==> src/rtl/supervisor_pkg.sv <==
package supervisor_pkg;

    // ------------------------------------------------------------------
    // Timing figures and derived cycle and tick counts
    // ------------------------------------------------------------------
    localparam int CLK_PERIOD_NS = 10;
    localparam int WATCHDOG_MS = 1600;
    localparam int RELEASE_MS = 200;
    localparam int DEBOUNCE_US = 10;
    localparam int TICK_NS = 1000;
    localparam int TICK_CYCLES = TICK_NS / CLK_PERIOD_NS;
    localparam int WATCHDOG_TICKS = WATCHDOG_MS * 1000;
    localparam int RELEASE_TICKS = RELEASE_MS * 1000;
    localparam int DEBOUNCE_TICKS = DEBOUNCE_US * 1000 / TICK_NS;
    localparam int PAGE_BYTES = 16;
    localparam int CNT_W = 21;

endpackage : supervisor_pkg

==> src/rtl/supply_supervisor_watchdog.sv <==
// How it works
// RULE_01 - No kick activity for the watchdog interval forces a full reset.
// RULE_02 - Supply below trip level asserts both reset outputs at once.
// RULE_03 - After supply recovers, reset is held for the release delay.
// RULE_04 - Two reset outputs carry one condition, one high, one low.
// RULE_05 - A reset pin doubles as push-button input and is debounced.
// RULE_06 - Both reset pins are open-drain: driven out and sensed back.
// RULE_07 - Memory writes are inhibited while supply is below trip level.
// RULE_08 - Write-protect input blocks array writes independently of supply.
// RULE_09 - Write path buffers one page of sixteen bytes before programming.
// RULE_10 - Any kick input edge clears the watchdog timer.
// RULE_11 - Watchdog timer holds cleared while reset is asserted.
// RULE_12 - Forced reset is edge detected and starts a full release timeout.
// RULE_13 - Memory accesses are refused while either reset is active.
// RULE_14 - Timeouts are counters on a free-running internal time base.
`timescale 1ns/1ps
`default_nettype none

module supply_supervisor_watchdog
    import supervisor_pkg::*;
#(
    parameter int TICK_DIV = TICK_CYCLES,
    parameter int WD_TICKS = WATCHDOG_TICKS,
    parameter int REL_TICKS = RELEASE_TICKS,
    parameter int DB_TICKS = DEBOUNCE_TICKS,
    parameter int PAGE = PAGE_BYTES
) (
    input wire logic clk,
    input wire logic arst_n,
    input wire logic supplyOk,
    input wire logic watchdog_kick_input,
    input wire logic writeProtect,
    input wire logic resetLowIn,
    input wire logic resetHighIn,
    input wire logic accessReq,
    input wire logic byteValid,
    input wire logic [7:0] byteData,
    input wire logic pageCommit,
    output logic resetLowOut,
    output logic resetLowOe_n,
    output logic resetHighOut,
    output logic resetHighOe_n,
    output logic accessAck,
    output logic writeAllowed,
    output logic programStrobe,
    output logic [4:0] programCount,
    output logic [7:0] pageByte0
);

    // ------------------------------------------------------------------
    // Elaboration checks
    // ------------------------------------------------------------------
    if (TICK_DIV < 1 || TICK_DIV > 1024 || WD_TICKS < 2 || REL_TICKS < 2
        || WD_TICKS >= (1 << CNT_W) || REL_TICKS >= (1 << CNT_W)
        || DB_TICKS < 1 || DB_TICKS > 255 || PAGE != 16) begin : g_bad
        $error("supply_supervisor_watchdog: parameter out of range");
    end

    // ------------------------------------------------------------------
    // State
    // ------------------------------------------------------------------
    typedef struct packed {
        logic [1:0] supSync;
        logic [1:0] kickSync;
        logic [1:0] wpSync;
        logic [1:0] lowSync;
        logic [1:0] highSync;
        logic kickPrev;
        logic lowDb;
        logic highDb;
        logic [7:0] lowCnt;
        logic [7:0] highCnt;
        logic [9:0] divCnt;
        logic tick;
        logic [CNT_W-1:0] wdCnt;
        logic [CNT_W-1:0] relCnt;
        logic inReset;
        logic oeN;
        logic [4:0] fill;
        logic [4:0] progCnt;
        logic progStb;
        logic ack;
        logic wrOk;
        logic [7:0] byte0;
    } state_type;

    state_type s_r;
    state_type s_nxt;
    logic [7:0] page [0:15];

    // ------------------------------------------------------------------
    // Next-state logic
    // ------------------------------------------------------------------
    // Supply, kick, protect and reset pins pass two flops; only the second stage feeds logic.
    always_comb begin
        logic kick;
        logic lowFall;
        logic highRise;
        logic supNow;
        logic startRel;
        kick = 1'b0;
        lowFall = 1'b0;
        highRise = 1'b0;
        supNow = 1'b0;
        startRel = 1'b0;
        s_nxt = s_r;
        s_nxt.supSync = {s_r.supSync[0], supplyOk};
        s_nxt.kickSync = {s_r.kickSync[0], watchdog_kick_input};
        s_nxt.wpSync = {s_r.wpSync[0], writeProtect};
        // The pin we drive reads back asserted; its edges only count while released.
        s_nxt.lowSync = {s_r.lowSync[0], resetLowIn};
        s_nxt.highSync = {s_r.highSync[0], resetHighIn};
        s_nxt.kickPrev = s_r.kickSync[1];
        supNow = s_r.supSync[1];
        kick = s_r.kickSync[1] ^ s_r.kickPrev; // see RULE_10
        s_nxt.progStb = 1'b0;

        // Free-running microsecond time base.
        s_nxt.tick = 1'b0; // see RULE_14
        if (s_r.divCnt == 10'(TICK_DIV - 1)) begin
            s_nxt.divCnt = '0;
            s_nxt.tick = 1'b1;
        end else begin
            s_nxt.divCnt = s_r.divCnt + 10'd1;
        end

        // Debounce each sensed reset pin; a level must hold DB_TICKS ticks.
        if (s_r.lowSync[1] == s_r.lowDb) begin // see RULE_05
            s_nxt.lowCnt = '0;
        end else if (s_r.tick) begin
            if (s_r.lowCnt == 8'(DB_TICKS - 1)) begin
                s_nxt.lowDb = s_r.lowSync[1];
                s_nxt.lowCnt = '0;
                lowFall = !s_r.lowSync[1];
            end else begin
                s_nxt.lowCnt = s_r.lowCnt + 8'd1;
            end
        end
        if (s_r.highSync[1] == s_r.highDb) begin
            s_nxt.highCnt = '0;
        end else if (s_r.tick) begin
            if (s_r.highCnt == 8'(DB_TICKS - 1)) begin
                s_nxt.highDb = s_r.highSync[1];
                s_nxt.highCnt = '0;
                highRise = s_r.highSync[1];
            end else begin
                s_nxt.highCnt = s_r.highCnt + 8'd1;
            end
        end

        // Reset hold: any cause reloads the full release delay.
        startRel = (!s_r.inReset && (lowFall || highRise)) // see RULE_12
            || (!s_r.inReset && s_r.tick && s_r.wdCnt == CNT_W'(WD_TICKS - 1)); // see RULE_01
        if (!supNow) begin // see RULE_02
            s_nxt.inReset = 1'b1;
            s_nxt.relCnt = '0;
        end else if (startRel) begin
            s_nxt.inReset = 1'b1;
            s_nxt.relCnt = '0;
        end else if (s_r.inReset && s_r.tick) begin
            if (s_r.relCnt == CNT_W'(REL_TICKS - 1)) begin // see RULE_03
                s_nxt.inReset = 1'b0;
                s_nxt.relCnt = '0;
            end else begin
                s_nxt.relCnt = s_r.relCnt + CNT_W'(1);
            end
        end

        // Pin enables get their own flop so the pins never see a decode glitch.
        s_nxt.oeN = !s_nxt.inReset; // see RULE_04

        // Watchdog counts ticks, cleared by kicks and held during reset.
        if (s_r.inReset || kick || startRel) begin // see RULE_11
            s_nxt.wdCnt = '0;
        end else if (s_r.tick) begin
            s_nxt.wdCnt = s_r.wdCnt + CNT_W'(1);
        end

        // Access and write gating.
        s_nxt.ack = accessReq && !s_nxt.inReset; // see RULE_13
        s_nxt.wrOk = supNow && !s_r.wpSync[1]; // see RULE_07 see RULE_08

        // Page buffer: bytes collect, commit programs the collected page.
        if (byteValid && s_r.ack && s_r.fill < 5'(PAGE)) begin // see RULE_09
            s_nxt.fill = s_r.fill + 5'd1;
        end
        if (pageCommit) begin
            s_nxt.fill = '0;
            if (s_r.wrOk && s_r.ack && s_r.fill != '0) begin
                s_nxt.progStb = 1'b1;
                s_nxt.progCnt = s_r.fill;
                s_nxt.byte0 = page[0];
            end
        end
    end

    // ------------------------------------------------------------------
    // Registers
    // ------------------------------------------------------------------
    // Reset releases with the reset pins asserted and writes blocked.
    always_ff @(posedge clk or negedge arst_n) begin
        if (!arst_n) begin
            s_r <= '0;
            s_r.inReset <= 1'b1;
            s_r.lowDb <= 1'b1;
        end else begin
            s_r <= s_nxt;
        end
    end

    // Page storage needs no reset; fill count guards its contents.
    always_ff @(posedge clk) begin
        if (byteValid && s_r.ack && s_r.fill < 5'(PAGE)) begin
            page[s_r.fill[3:0]] <= byteData;
        end
    end

    // ------------------------------------------------------------------
    // Outputs
    // ------------------------------------------------------------------
    // Open drain: enable low while asserting, data is the asserted level.
    assign resetLowOut = 1'b0; // see RULE_04 see RULE_06
    assign resetHighOut = 1'b1;
    assign resetLowOe_n = s_r.oeN;
    assign resetHighOe_n = s_r.oeN;
    assign accessAck = s_r.ack;
    assign writeAllowed = s_r.wrOk;
    assign programStrobe = s_r.progStb;
    assign programCount = s_r.progCnt;
    assign pageByte0 = s_r.byte0;

endmodule : supply_supervisor_watchdog

`default_nettype wire

==> config.mk <==
export PLATFORM = sky130hd
export DESIGN_NAME = supply_supervisor_watchdog
export DESIGN_NICKNAME = d
export VERILOG_FILES = /design/src/rtl/supervisor_pkg.sv /design/src/rtl/supply_supervisor_watchdog.sv
export SDC_FILE = /design/constraint.sdc
export NUM_CORES = 1
export LEC_CHECK = 0
export ABC_AREA = 1
export BUFFER_PORTS_ARGS = -buffer_cell sky130_fd_sc_hd__buf_4
export CAP_MARGIN = 10
export CORE_MARGIN = 1.5
export CORE_UTILIZATION = 55
export DETAILED_ROUTE_END_ITERATION = 8
export GPL_ROUTABILITY_DRIVEN = 0
export PLACE_DENSITY = 0.74
export SYNTH_ARGS = -nofsm -noshare
export SYNTH_HDL_FRONTEND = slang
export SYNTH_SLANG_ARGS = --single-unit
export TNS_END_PERCENT = 20
==> constraint.sdc <==
create_clock -name clk -period 5.2 [get_ports clk]
set_input_delay 1.04 -clock clk [delete_from_list [all_inputs] [get_ports clk]]
set_output_delay 1.04 -clock clk [all_outputs]
set_load 0.01 [all_outputs]
Word-level counts from Yosys, hierarchy flattened
Memory sizes are Yosys's and may differ from the RTL's. A register that Yosys moved wholly into a read port is not among the register bits.
Cells that the tools add are included.

storage, ports and cells
  bits in registers = 97
  bits in writable memories = 128
  input port bits = 18
  output and inout port bits = 20
  word-level logic and storage cells = 93
  memories = 1

memories
  name  words  bits a word  read ports  clocked after Yosys merged registers in  write ports  line                              text
  page  16     8            1           1                                        1            supply_supervisor_watchdog.sv:89  logic [7:0] page [0:15];

cells by class
  add/subtract/negate cells = 6
  order comparisons = 1
  equality and inequality tests = 8
  muxes and demuxes = 26
  bitwise logic cells = 3
  reductions and logical operators = 27

operator list
  kind                     number
  $mux W22                 3
  $mux W21                 3
  $mux W8                  6
  $add A21 B1 Y21 const B  2
  $eq A21 B18 Y1 const B   1
  $eq A21 B21 Y1 const B   1
  $add A8 B1 Y8 const B    2
  $eq A8 B4 Y1 const B     2
  $mux W11                 1
  $add A10 B1 Y10 const B  1
  $eq A10 B7 Y1 const B    1
  $logic_and A1 B1 Y1      10
  $mux W1                  10
  $mux W10                 1
  $reduce_bool A2 Y1       4
  $mux W6                  1
  $reduce_and A3 Y1        2
  $add A5 B1 Y5 const B    1
  $logic_not A1 Y1         5
  $lt A5 B5 Y1 const B     1
  $mux W5                  1
  $reduce_bool A5 Y1       1
  $logic_or A1 B1 Y1       4
  $ne A3 B1 Y1 const B     1
  4 further kinds          6

Logic depth before layout (Yosys ltp)
Gate-level depths: netlist of the first run.

  depth after elaboration = 11
  gate-level depth with buffers = 10
  mapped depth without buffers = 9

Worst setup path after synthesis of the first run
Ideal clock, no wire load.

  kind = input -> register
  start = input port byteValid
  end = memory page[0][0], enable pin
  library setup time = 0.383 ns
  arrival time = 1.706 ns
  data required time = 4.817 ns
  slack = 3.111 ns
  cell stages on the path = 2
  buffers on the path = 0
  path through = inv_1 nor3_1

on the way
  cells in the longest elaborated chain, start to end = 4

RTL lines
  element                            line                               text
  start: declaration                 supply_supervisor_watchdog.sv:36   input wire logic byteValid,
  $logic_and A1 B1 Y1 (2 in series)  supply_supervisor_watchdog.sv:213  if (byteValid && s_r.ack && s_r.fill < 5'(PAGE)) begin
  $mux W1                            supply_supervisor_watchdog.sv:213
  $mux W1 (not written as such)      supply_supervisor_watchdog.sv:214  page[s_r.fill[3:0]] <= byteData;
  end: declaration                   supply_supervisor_watchdog.sv:89

No other way between the ends.

Worst setup path in the final report of the first run
  start = register s_r[65] (netlist name)
  end = register s_r[46] (netlist name)

on the way
  cells in the longest elaborated chain, start to end = 7
  elaborated cells between the ends (all ways) = 12
  those cells by class = 5 x mux; 7 x reduce/logical

RTL lines
  element                                                line                                                                  text
  start: declaration                                     supply_supervisor_watchdog.sv:87                                      state_type s_r;
  start signal: assignment                               supply_supervisor_watchdog.sv:207                                     s_r <= s_nxt;
  $mux W1 (on tied branches)                             supply_supervisor_watchdog.sv:130, supply_supervisor_watchdog.sv:141
  $mux W1 (on tied branches)                             supply_supervisor_watchdog.sv:128, supply_supervisor_watchdog.sv:139
  $logic_or A1 B1 Y1                                     supply_supervisor_watchdog.sv:152                                     startRel = (!s_r.inReset && (lowFall || highRise))
  $logic_and A1 B1 Y1                                    supply_supervisor_watchdog.sv:152
  $logic_or A1 B1 Y1                                     supply_supervisor_watchdog.sv:153                                     || (!s_r.inReset && s_r.tick && s_r.wdCnt == CNT_W'(WD_TICKS - 1));
  $logic_or A1 B1 Y1                                     supply_supervisor_watchdog.sv:173                                     if (s_r.inReset || kick || startRel) begin
  $mux W21 / $reduce_bool A2 Y1 (equally long branches)  -

Parallel ways exist; a longest one is shown, timed or not.
A chain may end at the register's enable or synchronous reset.

==> results of run 1 <==
-- per-layer routing --
layer	vias up	wire length [µm]
met1	2066	4860
met5	-	0
li1	2142	-
met4	0	123
met3	12	423
met2	97	5580
-- power breakdown --
group	leakage [µW]	internal [µW]	switching (µW)
Clock	0.000284	766	394
Sequential	0.00149	894	5.32
Combinational	0.00117	10.4	23.6
-- metrics by stage --
step / power [µW] / std cells / area, µm² / hold WS (ns)
2_1_floorplan: 920 / 647 / 5600 / 0.331
3_3_place_gp: 949 / 789 / 5850 / 0.334
3_5_place_dp: 949 / 789 / 5850 / 0.340
4_1_cts: 2110 / 821 / 6440 / 0.353
6_report: 2090 / 821 / 6440 / 0.351
5_1_grt: 2160 / 821 / 6440 / 0.357
-- state kept, by name, summed over array words and instances, names as in the netlist --
signal,flops
s_r,82
pageByte0,8
page,8
s_nxt,6
programCount,5
accessAck,1
programStrobe,1
resetHighOe_n,1
writeAllowed,1
-- worst max-delay path, delay by kind of cell, from the launching register on --
family	cells	cell delay [ns]
flops	1	0.52
buf+inv	1	0.28
simple gates	4	1.40
-- layout make-up --
| cell class | count | area (µm²) |
|---|---|---|
| clock buffers | 23 | 467 |
| clock inverters | 9 | 131 |
| fillers | 773 | 3370 |
| inverters | 82 | 308 |
| multi-input cells | 425 | 2230 |
| flip-flops and latches | 113 | 2870 |
| well taps | 133 | 166 |
| repair buffers | 36 | 270 |
-- synthesized netlist by cell type (all sizes together) --
| master | instances |
|---|---|
| a211oi | 2 |
| a21boi | 1 |
| a21oi | 7 |
| a31oi | 2 |
| and2 | 1 |
| buf | 22 |
| clkbuf | 5 |
| clkinv | 1 |
| conb | 2 |
| dfrtp | 103 |
| dfstp | 2 |
| edfxtp | 8 |
| ha | 9 |
| inv | 81 |
| nand2 | 139 |
| nand3 | 43 |
| nand3b | 2 |
| nand4 | 33 |
| nor2 | 81 |
| nor3 | 25 |
| nor3b | 2 |
| nor4 | 1 |
| o211ai | 2 |
| o21ai | 22 |
| o21bai | 1 |
| o22ai | 11 |
| or2 | 4 |
| xnor2 | 8 |
| xor2 | 27 |
-- cell families after synthesis --
group	count (synthesis)	share of synthesized area
flip-flops	113	0.512
buffers and inverters	109	0.0895
AND/OR/NAND/NOR	331	0.274
AO/OA/AOI/OAI	48	0.0484
XOR/XNOR	35	0.0547
other	2	0.00134
adder cells (fa/ha/maj)	9	0.0201
-- path summary, 6_finish.rpt --
path / from / endpoint / slack (ns) / cells after the start
setup / recovery: s_r[65]$_DFF_PN0_ / s_r[46]$_DFFE_PN0P_ / 2.89 / 5
hold / removal: s_nxt[98]$_DFF_PN0_ / s_r[98]$_DFF_PN0_ / 0.35 / 0
setup reg to reg: s_r[65]$_DFF_PN0_ / s_r[46]$_DFFE_PN0P_ / 2.89 / 5
hold reg to reg: s_nxt[98]$_DFF_PN0_ / s_r[98]$_DFF_PN0_ / 0.35 / 0
max in group asynchronous: arst_n / s_r[18]$_DFFE_PN0P_ / 3.60 / 2
min in group asynchronous: arst_n / s_r[54]$_DFFE_PN0P_ / 0.62 / 1
==> flow_metrics.tcl, run 1 <==
set metrics [dict create \
    finalCriticalPeriod_ns 2.31 \
    overflow 0 \
    finalSetupViolations 0 \
    ant_nets 0 \
    setup_tns_ns 0 \
    cp-end-kind "flip-flop" \
    wl_per_cell_um 13.4 \
    fmax_mhz 433 \
    clk_pin_slew_ns 0.05 \
    fin_util 0.656 \
    path_cells "inv_1, nor2_1, nand3_1, nand4_1, nor3b_1" \
    synth_cell_types 40 \
    root_buffer "clkbuf_8" \
    slowest_stage "nand4_1" \
    grt_pass1_wl_mm 19.6 \
    synth-seq-cells 113 \
    layout.nets 702 \
    rsz0062_at_grt "false" \
    first_pass_iters 4 \
    floorplan.initialDensity 0.571 \
    use_met1 0.267 \
    fin_skew_ns 0.00895 \
    synth_area_leaders "dfrtp_1 46%, nand2_1 9.2%, inv_1 5.2%, nor2_1 5.0%, edfxtp_1 4.3%" \
    antenna_found_initial 0 \
    syn_avg_cell_area_um2 8.66 \
    yosysWarnings 0 \
    synth.cell_area_um2 5600 \
    p_leak_uw 0.00295 \
    final_common_cell "nand2_1" \
    wl_mm 11.0 \
    grt_pass1_vias 4472 \
    drcViolationCount 0 \
    drtIter0Drc 250 \
    cts_buffers 17 \
    clk_path_buf_depth 2 \
    via_per_inst 5.26 \
    worst_pin_slew_ns 0.982 \
    die_w_um 104 \
    finalCritPeriodShare 0.444 \
    syn-num-nets 674 \
    htree_levels 4 \
    busiest_layer "met2" \
    post_cts_buffers 0 \
    grt_use_met3 0.0608 \
    hold_class "reg -> reg" \
    cellPowerDensity_nw_per_um2 325 \
    relSlewSlack 0.340 \
    synth_top_area_share 0.460 \
    peakVddDrop_uv 191 \
    dieArea_um2 10800 \
    final_cell_mix "137 x nand2_1, 103 x dfrtp_1, 78 x inv_1" \
    finalMaxSlewViolations 0 \
    num_vias 4317 \
    ctsHoldBuffers 0 \
    antenna_cells 0 \
    core_um2 9820 \
    use_met2 0.379 \
    cap_violations 0 \
    dpl_worst_slack_ns 2.80 \
    yosysSeqAreaShare 0.512 \
    crit_path_max_incr_delay_ns 0.70 \
    drive_gt1_frac 0.132 \
    yosysTopAreaCell "dfrtp_1" \
    finalHoldViolCount 0 \
    post_cts_resized 0 \
    required_ns 5.60 \
    dp_hpwl_mm 7.15 \
    crit_type "reg -> reg" \
    io_buffers 35 \
    setup_slack_ns 2.89 \
    ios 38 \
    cts_tree "yes" \
    num_rows 36 \
    grt_max_degree 68 \
    startpoint_type "flip-flop" \
    fp.dieH_um 104 \
    arrival_ns 2.71 \
    critPathMaxFanout 21 \
    clock-sinks 113 \
    clock_latency_ns 0.52 \
    area_growth_pct 15.0 \
    syn_inst 647 \
    status "finished clean" \
    grt_usage 0.224 \
]
No activity file was read; power rests on OpenSTA's default activity.
==> run 2: changes to the inputs <==
==> constraint.sdc (replaced) <==
create_clock -name clk -period 2.35 [get_ports clk]
set_input_delay 0.47 -clock clk [delete_from_list [all_inputs] [get_ports clk]]
set_output_delay 0.47 -clock clk [all_outputs]
set_load 0.01 [all_outputs]
==> run 2 against run 1 <==
Against the previous run:
- clock power grew 110%
- global-route usage shrank 0.68 points
- core utilization grew 0.40 points
- first-iteration DRC count shrank 13%
- register-to-register slack lost 2.4 ns
- non-clock buffer count grew 8
- worst hold slack lost 0.29 ns
- fmax grew 25%
- routed wire length grew 0.52%
- sequential share of layout area shrank 0.27 points
- largest cell class unchanged
==> flow_metrics.tcl, run 2 (same netlist as run 1, synthesis figures left out) <==
set metrics [dict create \
    cap_violations 0 \
    antenna_cells 0 \
    largest_register_ffs 82 \
    wl_per_cell_um 13.3 \
    relSlewSlack 0.623 \
    post_cts_resized 0 \
    worst_pin_slew_ns 0.562 \
    path_cells "inv_1, ha_1, nand3_1, nor2_1, nand3_1, nand3_1, nand2_2, nand3_1, nor2_1" \
    setup_tns_ns 0 \
    status "finished clean" \
    grt_usage 0.217 \
    clock_latency_ns 0.51 \
    fp.dieH_um 104 \
    grt_pass1_wl_mm 18.8 \
    fin_skew_ns 0.00775 \
    fin_util 0.660 \
    ios 38 \
    root_buffer "clkbuf_8" \
    wl_mm 11.0 \
    antenna_found_initial 0 \
    layout.nets 710 \
    cp-end-kind "flip-flop" \
    via_per_inst 5.30 \
    num_rows 36 \
    arrival_ns 2.25 \
    crit_path_max_incr_delay_ns 0.39 \
    cts_tree "yes" \
    rsz0062_at_grt "false" \
    fillers 788 \
    cpMostUsedCell "nand3_1" \
    cellPowerDensity_nw_per_um2 690 \
    slowest_stage "dfrtp_1" \
    cts_buffers 17 \
    ff2ff_setup_slack_ns 0.50 \
    p_leak_uw 0.00298 \
    dieArea_um2 10800 \
    io_buffers 35 \
    drtIter0Drc 217 \
    clk_pin_slew_ns 0.06 \
    grt_pass1_vias 4289 \
    peakVddDrop_uv 402 \
    ctsHoldBuffers 1 \
    finalSetupViolations 0 \
    drive_gt1_frac 0.142 \
    overflow 0 \
    clock-sinks 113 \
    num_vias 4393 \
    hold_class "in -> reg" \
    drcViolationCount 0 \
    dp_hpwl_mm 7.37 \
    htree_levels 4 \
    final_cell_mix "137 x nand2_1, 103 x dfrtp_1, 78 x inv_1" \
    finalHoldViolCount 0 \
    finalCriticalPeriod_ns 1.85 \
    ant_nets 0 \
    clk_path_buf_depth 2 \
    crit_family "simple AND/OR/NAND/NOR gates" \
    fmax_mhz 542 \
    finalMaxSlewViolations 0 \
    floorplan.initialDensity 0.571 \
    final_common_cell "nand2_1" \
    core_um2 9820 \
    finalCritPeriodShare 0.786 \
    area_growth_pct 15.7 \
    grt_max_degree 43 \
    first_pass_iters 4 \
    startpoint_type "flip-flop" \
    required_ns 2.75 \
    critPathMaxFanout 22 \
    crit_type "reg -> reg" \
    die_w_um 104 \
    top_register "s_r" \
    worst-path-buf-inv 1 \
    post_cts_buffers 0 \
]
==> run 2: cell count changes in the layout (fill, tap and decap cells not counted) <==
| cell | change |
|---|---|
| bufinv_16 | -1 |
| buf_12 | +1 |
| clkbuf_1 | -1 |
| clkinv_2 | +2 |
| clkbuf_8 | -3 |
| clkinv_4 | +5 |
| buf_4 | +6 |
| dlygate4sd3_1 | +1 |
| clkinvlp_4 | -2 |
==> run 2: per-stage QoR <==
| step | hold WS, ns | std cells | power (µW) | setup slack, ns | instance area, µm² |
|---|---|---|---|---|---|
| 2_1_floorplan | 0.174 | 647 | 2040 | 0.648 | 5600 |
| 3_3_place_gp | 0.334 | 796 | 2100 | 0.629 | 5910 |
| 3_5_place_dp | 0.340 | 796 | 2110 | 0.534 | 5910 |
| 4_1_cts | 0.0382 | 829 | 4520 | 0.518 | 6480 |
| 5_1_grt | 0.0336 | 829 | 4620 | 0.320 | 6480 |
| 6_report | 0.0629 | 829 | 4470 | 0.504 | 6480 |
==> run 2: power breakdown <==
| group | internal [µW] | switching [µW] | total, µW |
|---|---|---|---|
| sequential | 1980 | 4.88 | 1980 |
| clock | 1510 | 896 | 2400 |
| combinational | 29.9 | 59.8 | 89.7 |
| total | 3510 | 961 | 4470 |
==> run 2: cell type report <==
class / instances / area (µm²) / area share
clock inverter: 13 / 140 / 0.0216
inverter: 82 / 308 / 0.0475
timing repair buffer: 44 / 345 / 0.0533
sequential: 113 / 2870 / 0.443
multi-input combinational: 425 / 2230 / 0.344
clock buffer: 19 / 422 / 0.0650
tap: 133 / 166 / 0.0257
==> run 2: worst paths after layout <==
| path | start | endpoint | depth (start not counted) |
|---|---|---|---|
| setup / recovery | s_r[85]$_DFFE_PN0P_ | accessAck$_DFF_PN0_ | 9 |
| hold / removal | supplyOk | s_nxt[104]$_DFF_PN0_ | 1 |
| setup reg to reg | s_r[85]$_DFFE_PN0P_ | accessAck$_DFF_PN0_ | 9 |
| hold reg to reg | s_nxt[98]$_DFF_PN0_ | s_r[98]$_DFF_PN0_ | 0 |
| max in group asynchronous | arst_n | s_r[22]$_DFF_PN1_ | 3 |
| min in group asynchronous | arst_n | programCount[4]$_DFFE_PN0P_ | 2 |
==> run 2: routing by layer <==
layer / track usage / routed length [µm] / share of wire / vias up
met2: 0.361 / 5520 / 0.50 / 98
li1: - / - / - / 2159
met3: 0.0664 / 415 / 0.038 / 19
met4: 0.0923 / 188 / 0.017 / 0
met5: 0 / 0 / 0 / -
met1: 0.262 / 4910 / 0.45 / 2117
==> run 3: changes to the inputs <==
==> constraint.sdc (replaced) <==
create_clock -name clk -period 1.79 [get_ports clk]
set_input_delay 0.358 -clock clk [delete_from_list [all_inputs] [get_ports clk]]
set_output_delay 0.358 -clock clk [all_outputs]
set_load 0.01 [all_outputs]
==> run 3 against run 2 <==
Against the previous run:
- sequential power is 31% higher
- setup slack got worse by 0.36 ns
- die area stayed put
- global-route usage grew 0.76 points
- routed wire length rose by 1.1%
- power rose by 33%
- clock skew is 0.0018 ns lower
- worst hold slack got worse by 0.037 ns
- register-to-register slack worse by 0.36 ns
- flip-flop and latch count stayed put
==> flow_metrics.tcl, run 3 (same netlist as run 1, synthesis figures left out) <==
set metrics [dict create \
    status "finished clean" \
    grt_usage 0.225 \
    setup_slack_ns 0.143 \
    cap_violations 0 \
    io_buffers 35 \
    switching_power_uw 1290 \
    finalSetupViolations 0 \
    cts_buffers 17 \
    p_comb_frac 0.023 \
    clock-sinks 113 \
    largest_register_ffs 82 \
    finalMaxSlewViolations 0 \
    via_per_inst 5.25 \
    wl_per_cell_um 13.3 \
    drcViolationCount 0 \
    wl_mm 11.2 \
    overflow 0 \
    finalCriticalPeriod_ns 1.65 \
    antenna_cells 0 \
    place_inst 801 \
    p_int_uw 4640 \
    instances_no_fill 841 \
    cellPowerDensity_nw_per_um2 892 \
    switching_share 0.218 \
    core_um2 9820 \
    clock_latency_ns 0.51 \
    final_cell_mix "137 x nand2_1, 103 x dfrtp_1, 77 x inv_1" \
    slowest_stage "dfrtp_1" \
    worst_pin_slew_ns 0.546 \
    arrival_ns 2.04 \
    rsz0062_at_grt "true" \
    floorplan.initialDensity 0.571 \
    layout.nets 722 \
    finalHoldViolCount 0 \
    fp.dieH_um 104 \
    clk_pin_slew_ns 0.06 \
    die_w_um 104 \
    worst-path-buf-inv 1 \
    startpoint_type "flip-flop" \
    cp-end-kind "flip-flop" \
    root_buffer "clkbuf_8" \
    peakVddDrop_uv 498 \
    dp_hpwl_mm 7.42 \
    fmax_mhz 607 \
    num_vias 4417 \
    area_growth_pct 18.7 \
    fin_skew_ns 0.00594 \
    path_cells "nand3_1, inv_2, nand3_1, nor2_2, nand2_1, nor2_1, nand2_1, nand3_1, nand2_1" \
    fin_util 0.677 \
    post_cts_buffers 0 \
    grt_max_degree 41 \
    critPathMaxFanout 6 \
    final_common_cell "nand2_1" \
    ff2ff_setup_slack_ns 0.14 \
    num_rows 36 \
    pwr-share-clk 0.538 \
    top_register "s_r" \
    grt_pass1_wl_mm 19.7 \
    finalHoldWorstSlack_ns 0.0264 \
    clk_path_buf_depth 2 \
    first_pass_iters 4 \
    drive_gt1_frac 0.160 \
    fillers 779 \
    finalCritPeriodShare 0.920 \
    grt_pass1_vias 4484 \
    dpl_worst_slack_ns 0.116 \
    dieArea_um2 10800 \
    p_seq_frac 0.439 \
    ant_nets 0 \
    htree_levels 4 \
    hold_class "in -> reg" \
    ios 38 \
    cts_tree "yes" \
    antenna_found_initial 0 \
    crit_family "simple AND/OR/NAND/NOR gates" \
    p_leak_uw 0.00304 \
    drtIter0Drc 240 \
    relSlewSlack 0.636 \
    crit_type "reg -> reg" \
    crit_path_max_incr_delay_ns 0.43 \
    required_ns 2.19 \
]
run 3: through the flow:
| step | TNS [ns] | instance area [µm²] | total power (µW) |
|---|---|---|---|
| floorplan | 0 | 5600 | 2670 |
| global placement | 0 | 5970 | 2770 |
| detailed placement | 0 | 5970 | 2770 |
| CTS | 0 | 6630 | 6010 |
| global route | -0.0102 | 6650 | 6170 |
| finish | 0 | 6650 | 5930 |
run 3: path summary, 6_finish.rpt:
check / startpoint / end / depth (start not counted)
worst max-delay path: s_r[25]$_DFFE_PN0P_ / s_r[38]$_DFFE_PN0P_ / 9
worst min-delay path: byteData[7] / page[0][7]$_DFFE_PP_ / 1
worst max register to register: s_r[25]$_DFFE_PN0P_ / s_r[38]$_DFFE_PN0P_ / 9
worst min register to register: s_nxt[104]$_DFF_PN0_ / s_r[104]$_DFF_PN0_ / 0
max in group asynchronous: arst_n / s_r[93]$_DFFE_PN1P_ / 3
min in group asynchronous: arst_n / s_r[64]$_DFFE_PN0P_ / 2
run 3: timing repair:
| action | 4_1_cts | 5_1_grt |
|---|---|---|
| endpoints found under the setup margin | 0 | 38 |
| hold endpoints to repair | 42 | 0 |
| hold buffers | 8 | 0 |
| gates resized for setup | 0 | 7 |
run 3: per-layer routing:
metal | track usage | share of wire | vias to the layer above
met3 | 0.0420 | 0.037 | 20
met2 | 0.386 | 0.50 | 109
met5 | 0 | 0 | -
met1 | 0.273 | 0.44 | 2105
met4 | 0.106 | 0.019 | 0
li1 | - | - | 2183
run 3: power groups by stage:
stage | clock [µW] | sequential [µW] | combinational (µW)
finish | 3190 | 2600 | 136
floorplan | 0 | 2650 | 24.8
global placement | 0 | 2650 | 122
CTS | 3270 | 2600 | 140
detailed placement | 0 | 2650 | 125
global route | 3410 | 2600 | 152
run 3: area by class of cell:
| cell class | count | area, µm² | area share |
|---|---|---|---|
| Clock inverter | 15 | 161 | 0.0243 |
| Multi-Input combinational cell | 425 | 2250 | 0.339 |
| Sequential cell | 113 | 2870 | 0.432 |
| Tap cell | 133 | 166 | 0.0250 |
| Timing Repair Buffer | 56 | 478 | 0.0719 |
| Inverter | 82 | 308 | 0.0463 |
| Clock buffer | 17 | 414 | 0.0623 |
